## src/bus_cfg_pkg.sv

```systemverilog
// Package with the constants of the bus interface configuration register.
`default_nettype none
package bus_cfg_pkg;
    // Access decode.
    localparam logic [7:0]  CONFIG_ASI        = 8'h4a;
    localparam logic [63:0] CONFIG_VA         = 64'h0;
    // Thread count and identifier width.
    localparam int          THREADS           = 8;
    localparam int          THREAD_W          = 3;
    localparam int          INTERRUPT_TARGET_ID_W            = 10;
    // Field positions inside the 64-bit word.
    localparam int          INTERRUPT_TARGET_ID_LSB          = 0;
    localparam int          RATIO_LSB         = 11;
    localparam int          RATIO_W           = 5;
    localparam int          WAY_BIT           = 16;
    localparam int          SIZE_LSB          = 17;
    localparam int          SIZE_W            = 3;
    localparam int          RESERVED_LSB      = 20;
    localparam int          GAP_BIT           = 10;
    // Defined codes; the ratio code counts in quarters, so code 12 is 3:1.
    localparam logic [2:0]  SIZE_4MB          = 3'h4;
    localparam logic [2:0]  SIZE_5MB          = 3'h5;
    localparam logic [2:0]  SIZE_6MB          = 3'h6;
    localparam logic [4:0]  RATIO_MIN         = 5'h0c;
    localparam logic [4:0]  RATIO_MAX         = 5'h1e;
    // Reset values of the synchronised straps and of the answer.
    localparam logic [2:0]  SIZE_RESET        = 3'h0;
    localparam logic        WAY_RESET         = 1'b0;
    localparam logic [4:0]  RATIO_RESET       = 5'h00;
    localparam logic [63:0] RDATA_RESET       = 64'h0;
endpackage : bus_cfg_pkg
`default_nettype wire

```

## src/bus_interface_config.sv

```systemverilog
// Read-only bus interface configuration register reached through its alternate address space.
// What this block does
// - Register lives only at address space 4A hex, virtual address 0; read-only.
// - Supervisor reads return contents; writes are ignored with no side effect.
// - Bits 19:17 give level-2 size: 100=4 MB, 101=5 MB, 110=6 MB.
// - Bit 16 gives capacity per way: 0 is half a megabyte, 1 one megabyte.
// - Bits 15:11 give clock ratio; 0-11 reserved, 12 is 3:1, 30 is 7.5:1.
// - Bits 9:0 give the interrupt target identifier of the reading thread.
`default_nettype none
module bus_interface_config
    import bus_cfg_pkg::*;
(
    // Clock and reset.
    input  wire logic                            clk,
    input  wire logic                            reset,
    // Alternate-space access request from the load/store pipe.
    input  wire logic                            req_valid,
    input  wire logic                            req_write,
    input  wire logic                            req_supervisor,
    input  wire logic [7:0]                      req_asi,
    input  wire logic [63:0]                     req_va,
    input  wire logic [bus_cfg_pkg::THREAD_W-1:0] req_thread,
    // Configuration straps from pins.
    input  wire logic [bus_cfg_pkg::SIZE_W-1:0]  l2_total_size_code,
    input  wire logic                            l2_way_size_select,
    input  wire logic [bus_cfg_pkg::RATIO_W-1:0] clock_ratio_code,
    // Per-thread identifiers from same-clock logic.
    input  wire logic [bus_cfg_pkg::INTERRUPT_TARGET_ID_W-1:0]  interrupt_target_id [bus_cfg_pkg::THREADS],
    // Answer.
    output logic                                 rsp_valid,
    output logic                                 rsp_fault,
    output logic [63:0]                          rsp_rdata,
    // Status of the reported clock ratio.
    output logic                                 ratio_code_valid
);
    import bus_cfg_pkg::*;

    logic [SIZE_W-1:0]  size_sync;
    logic [RATIO_W-1:0] ratio_sync;
    logic               way_sync;
    logic [INTERRUPT_TARGET_ID_W-1:0]  interrupt_target_id_sel;
    logic               hit;
    logic [63:0]        word;
    logic               rsp_valid_reg;
    logic               rsp_valid_next;
    logic               rsp_fault_reg;
    logic               rsp_fault_next;
    logic [63:0]        rsp_rdata_reg;
    logic [63:0]        rsp_rdata_next;
    logic               ratio_valid_reg;
    logic               ratio_valid_next;

    // Straps come from pins, so each passes the three-stage filter.
    // The filter costs about four cycles after a pin settles; straps are fixed at power-up,
    // so the latency is harmless, but a read right after reset sees the filter's reset value.
    // The thread identifiers skip the filter because they already live on this clock.
    strap_sync #(.W(SIZE_W)) u_size_sync (
        .clk      (clk),
        .reset    (reset),
        .async_in (l2_total_size_code),
        .sync_out (size_sync)
    );
    strap_sync #(.W(1)) u_way_sync (
        .clk      (clk),
        .reset    (reset),
        .async_in (l2_way_size_select),
        .sync_out (way_sync)
    );
    strap_sync #(.W(RATIO_W)) u_ratio_sync (
        .clk      (clk),
        .reset    (reset),
        .async_in (clock_ratio_code),
        .sync_out (ratio_sync)
    );

    // Decode and word assembly; the identifier is picked per requesting thread.
    always_comb begin
        interrupt_target_id_sel = interrupt_target_id[req_thread];
        hit      = req_valid && (req_asi == CONFIG_ASI);
        word     = '0;
        word[SIZE_LSB +: SIZE_W]   = size_sync;
        word[WAY_BIT]              = way_sync;
        word[RATIO_LSB +: RATIO_W] = ratio_sync;
        word[INTERRUPT_TARGET_ID_LSB +: INTERRUPT_TARGET_ID_W]   = interrupt_target_id_sel;
    end

    // Answer logic. Writes are acknowledged with zero data and change nothing, because
    // there is no storage behind the word; a bad address or user read is flagged.
    // Every refused answer carries zero data, so nothing leaks to an unprivileged thread.
    // The answer is a single registered cycle; the pipe may request again at once.
    always_comb begin
        rsp_valid_next   = hit;
        rsp_fault_next   = 1'b0;
        rsp_rdata_next   = RDATA_RESET;
        if (hit && !req_write) begin
            if (req_supervisor && (req_va == CONFIG_VA)) begin
                rsp_rdata_next = word;
            end else begin
                rsp_fault_next = 1'b1;
            end
        end else if (hit && (req_va != CONFIG_VA)) begin
            rsp_fault_next = 1'b1;
        end
        // Codes below 3:1 or above 7.5:1 are reserved; between them the ratio is code divided by four.
        ratio_valid_next = (ratio_sync >= RATIO_MIN) && (ratio_sync <= RATIO_MAX);
    end

    // State registers.
    always_ff @(posedge clk or posedge reset) begin
        if (reset) begin
            rsp_valid_reg   <= 1'b0;
            rsp_fault_reg   <= 1'b0;
            rsp_rdata_reg   <= RDATA_RESET;
            ratio_valid_reg <= 1'b0;
        end else begin
            rsp_valid_reg   <= rsp_valid_next;
            rsp_fault_reg   <= rsp_fault_next;
            rsp_rdata_reg   <= rsp_rdata_next;
            ratio_valid_reg <= ratio_valid_next;
        end
    end

    assign rsp_valid        = rsp_valid_reg;
    assign rsp_fault        = rsp_fault_reg;
    assign rsp_rdata        = rsp_rdata_reg;
    assign ratio_code_valid = ratio_valid_reg;
endmodule : bus_interface_config
`default_nettype wire

```

## src/strap_sync.sv

```systemverilog
// Three-stage synchroniser that accepts a value once the last two stages agree.
`default_nettype none
module strap_sync #(
    parameter int W = 1
) (
    // Clock and reset.
    input  wire logic         clk,
    input  wire logic         reset,
    // Asynchronous input and filtered output.
    input  wire logic [W-1:0] async_in,
    output logic      [W-1:0] sync_out
);
    logic [W-1:0] s1_reg;
    logic [W-1:0] s2_reg;
    logic [W-1:0] s3_reg;
    logic [W-1:0] out_reg;
    logic [W-1:0] out_next;

    // The output moves only when stages two and three agree, so a glitch is not taken.
    always_comb begin
        out_next = (s2_reg == s3_reg) ? s3_reg : out_reg;
    end

    // Only the second stage reads the first one.
    always_ff @(posedge clk or posedge reset) begin
        if (reset) begin
            s1_reg  <= '0;
            s2_reg  <= '0;
            s3_reg  <= '0;
            out_reg <= '0;
        end else begin
            s1_reg  <= async_in;
            s2_reg  <= s1_reg;
            s3_reg  <= s2_reg;
            out_reg <= out_next;
        end
    end

    assign sync_out = out_reg;
endmodule : strap_sync
`default_nettype wire

```

## config.mk

```make
export PLATFORM = sky130hd
export DESIGN_NAME = bus_interface_config
export DESIGN_NICKNAME = d
export VERILOG_FILES = /design/src/bus_cfg_pkg.sv /design/src/bus_interface_config.sv /design/src/strap_sync.sv
export SDC_FILE = /design/constraint.sdc
export NUM_CORES = 1
export LEC_CHECK = 0
export BUFFER_PORTS_ARGS = -buffer_cell sky130_fd_sc_hd__buf_2
export CORE_AREA = 2 2 92 94
export CTS_BUF_LIST = sky130_fd_sc_hd__clkbuf_16
export CTS_CLUSTER_SIZE = 10
export DETAILED_ROUTE_END_ITERATION = 12
export DIE_AREA = 0 0 94 96
export PLACE_DENSITY = 0.76
export SLEW_MARGIN = 20
export SYNTH_ARGS = -nofsm -noshare
export SYNTH_HDL_FRONTEND = slang
export SYNTH_SLANG_ARGS = --single-unit
```

## constraint.sdc

```tcl
create_clock -name clk -period 3.9 [get_ports clk]
set_input_delay 0 -clock clk [delete_from_list [all_inputs] [get_ports clk]]
set_output_delay 0 -clock clk [all_outputs]
set_load 0.02 [all_outputs]
```

==> metrics <==
WL/cell 14.3 um; Post-Synth Adder-Cell Area 0.00343; Avg Cell Area, Syn 12.9 um^2; FMAX 552 MHz; pin count of the biggest net entering global routing 59; Nets roughly 600; crit end category flop; Final ANT Viol Nets 0; Worst Skew 0.00274 ns; Post-Synthesis Cell Area 0.00292 mm^2; post-place setup slack around 1.9 ns; P per Cell Area between 300 and 400 mW/mm^2; register area share after synthesis 0.498; CP max stage cell nor3_1; die area 0.00902 mm^2; CP Buf/Inv Count 0; core area 0.00805 mm^2; status completed; GRT overflow 0; RD Place Congestion 0.905; Avg Vias per Cell 4.51; CTS Buf Count 9; commonest non-fill, non-tap cell in the layout buf_2; worst-path fanout max 5; CTS Sinks 58; most frequent cells in the layout buf_2 (190), dfrtp_1 (58), conb_1 (45); Critical Path RT 4.10 ns; xor-xnor portion of the synthesized cell area 0.0240; DRC viols 0; Syn Inst Count 226; first-pass GRT wire length 11.9 mm; Hold Vio Cnt, Final 0; row count 33; worst slew pin tran between 0.8 and 0.9 ns; VDD IR-drop max 0.197 mV; max-slew violation count 0; H-tree depth 3; Lkg Pwr 2.17 nW; Post-CTS Setup Inserts 0; Worst path max stage delay 0.59 ns; Die Wd between 90 and 100 um; startpoint types flop; area growth from synthesis to layout 42.3%; Iter 0 DRT Violations 108; vias in the first global route between 2,000 and 3,000; worst relative slew slack 0.463; share of cells above drive strength 1 0.530; Synth Area in Compound Gates 0.0112; initial antenna violation count 0; root buffer cell clkbuf_16; CTS clock-pin slew for the worst setup and hold paths about 0.05 ns; Port Buf Inserts 190; worst min path class input port to flop; post-DP HPWL 6.41 mm; Design Power 0.00162 W; Synth Register Bits 58; Die H 96 um; CTS tree done; starting density of the core 0.362; Clock Tree Buf Depth 2; Netlist cell types 29; Resized cells post-CTS 0; clk_lat worst skew 0.32 ns; Top delay family on crit path simple AND/OR/NAND/NOR gates; total negative slack 0 ns; max reg flops 19; worst setup margin 2.09 ns; max-cap violations 0; total number of vias about 2,400; min cycle time layout between 1.5 and 2 ns; router iterations before antenna repair 4; CP Data Arrival Time 2.01 ns; largest family of logic cells by synthesized area multiplexers; mux contribution to synthesized area 0.216; worst path cell trace xnor2_1, nand3_1, nor3_1, mux2_2; Ys Warns 0; ant diodes 0; total track usage 0.176; Ports between 200 and 250; simple-gate share of the synthesized area 0.100; RSZ-0062 raised after global routing no; final WL 7.73 mm; type of the worst setup path flop to flop; final setup vio count 0; fin crit share 0.464
[metrics by stage]
step | hold slack (ns) | cells | utilization | instance area, um^2
3_5_place_dp | 0.110 | 512 | 0.470 | 3790
6_report | 0.0251 | 539 | 0.515 | 4150
5_1_grt | 0.0210 | 539 | 0.515 | 4150
4_1_cts | 0.00838 | 539 | 0.515 | 4150
3_3_place_gp | 0.110 | 512 | 0.470 | 3790
2_1_floorplan | 0.0314 | 270 | - | 3080
[cells in the mapped netlist]
cell / number / area (um^2)
a21oi_1: 1 / 5.00
buf_6: 1 / 11.3
buf_1: 1 / 3.75
o31a_1: 1 / 8.76
nor4_1: 16 / 100
nor3_1: 21 / 105
nand3_1: 1 / 5.00
nand2_1: 1 / 3.75
clkbuf_1: 2 / 7.51
o22ai_1: 1 / 6.26
nor3b_1: 1 / 7.51
buf_2: 5 / 25.0
xor2_1: 3 / 26.3
a31oi_1: 2 / 12.5
buf_4: 45 / 338
nor2_1: 3 / 11.3
inv_1: 11 / 41.3
conb_1: 1 / 3.75
mux2_2: 7 / 78.8
nor4b_1: 1 / 8.76
nand4bb_1: 1 / 11.3
xnor2_1: 5 / 43.8
mux2i_1: 10 / 100
maj3_1: 1 / 10.0
dfrtp_1: 58 / 1450
nand4_1: 4 / 25.0
and4_1: 1 / 8.76
mux4_2: 20 / 450
or3_1: 1 / 6.26
[worst register-to-register path: stages, from the launching register on]
cell and delay (ns):
dfrtp_1 0.38, xnor2_1 0.20, nand3_1 0.11, nor3_1 0.59
mux2_2 0.41
[path summary, 6_finish.rpt]
kind | from | end | slack, ns | cells past startpoint
hold reg to reg | u_way_sync.s1_reg | u_way_sync.s2_reg | 0.34 | 0
setup reg to reg | u_ratio_sync.s3_reg[4] | u_ratio_sync.sync_out[1] | 2.09 | 4
min in group asynchronous | reset | u_size_sync.s2_reg[2] | 0.43 | 4
max in group asynchronous | reset | u_ratio_sync.sync_out[1] | 3.00 | 4
hold / removal | req_valid | rsp_valid | 0.03 | 2
setup / recovery | u_ratio_sync.s3_reg[4] | u_ratio_sync.sync_out[1] | 2.09 | 4
[cell families (layout without fill, tap and decap cells)]
family                     Yosys count  in the layout
buffers and inverters               65            229
muxes                               37             37
adders and majority gates            1              1
other                                1             45
xor gates and xnor gates             8              8
DFF                                 58             58
AOI/OAI and AO/OA                    5              5
and+or+nand+nor                     51             51
[area by class of cell]
class                           count  area (um^2)
Fill cell                         724         3900
Sequential cell                    58         1450
Multi-Input combinational cell    147         1200
Timing Repair Buffer              202         1070
Clock buffer                        9          225
Tap cell                          105          131
Inverter                           11         41.3
Clock inverter                      7         28.8
[where the power goes]
part           internal, W  total, W  leakage, nW  switching, W
combinational     0.000149  0.000289         1.31      0.000140
sequential        0.000654  0.000684        0.726     0.0000295
clock             0.000413  0.000651        0.134      0.000238
total              0.00122   0.00162         2.17      0.000407
[routing by layer]
layer	global-route usage	vias to the layer above	routed length, um
met2	0.293	133	3920
met3	0.0407	13	618
met5	0	-	0
met1	0.210	1146	3040
met4	0.0978	0	150
li1	-	1141	-
[what timing repair did]
action | in CTS | in global routing
hold buffers | 11 | 0
endpoints found under the hold margin | 68 | 0
endpoints found under the setup margin | 0 | 0
No activity file was read; power rests on OpenSTA's default activity.
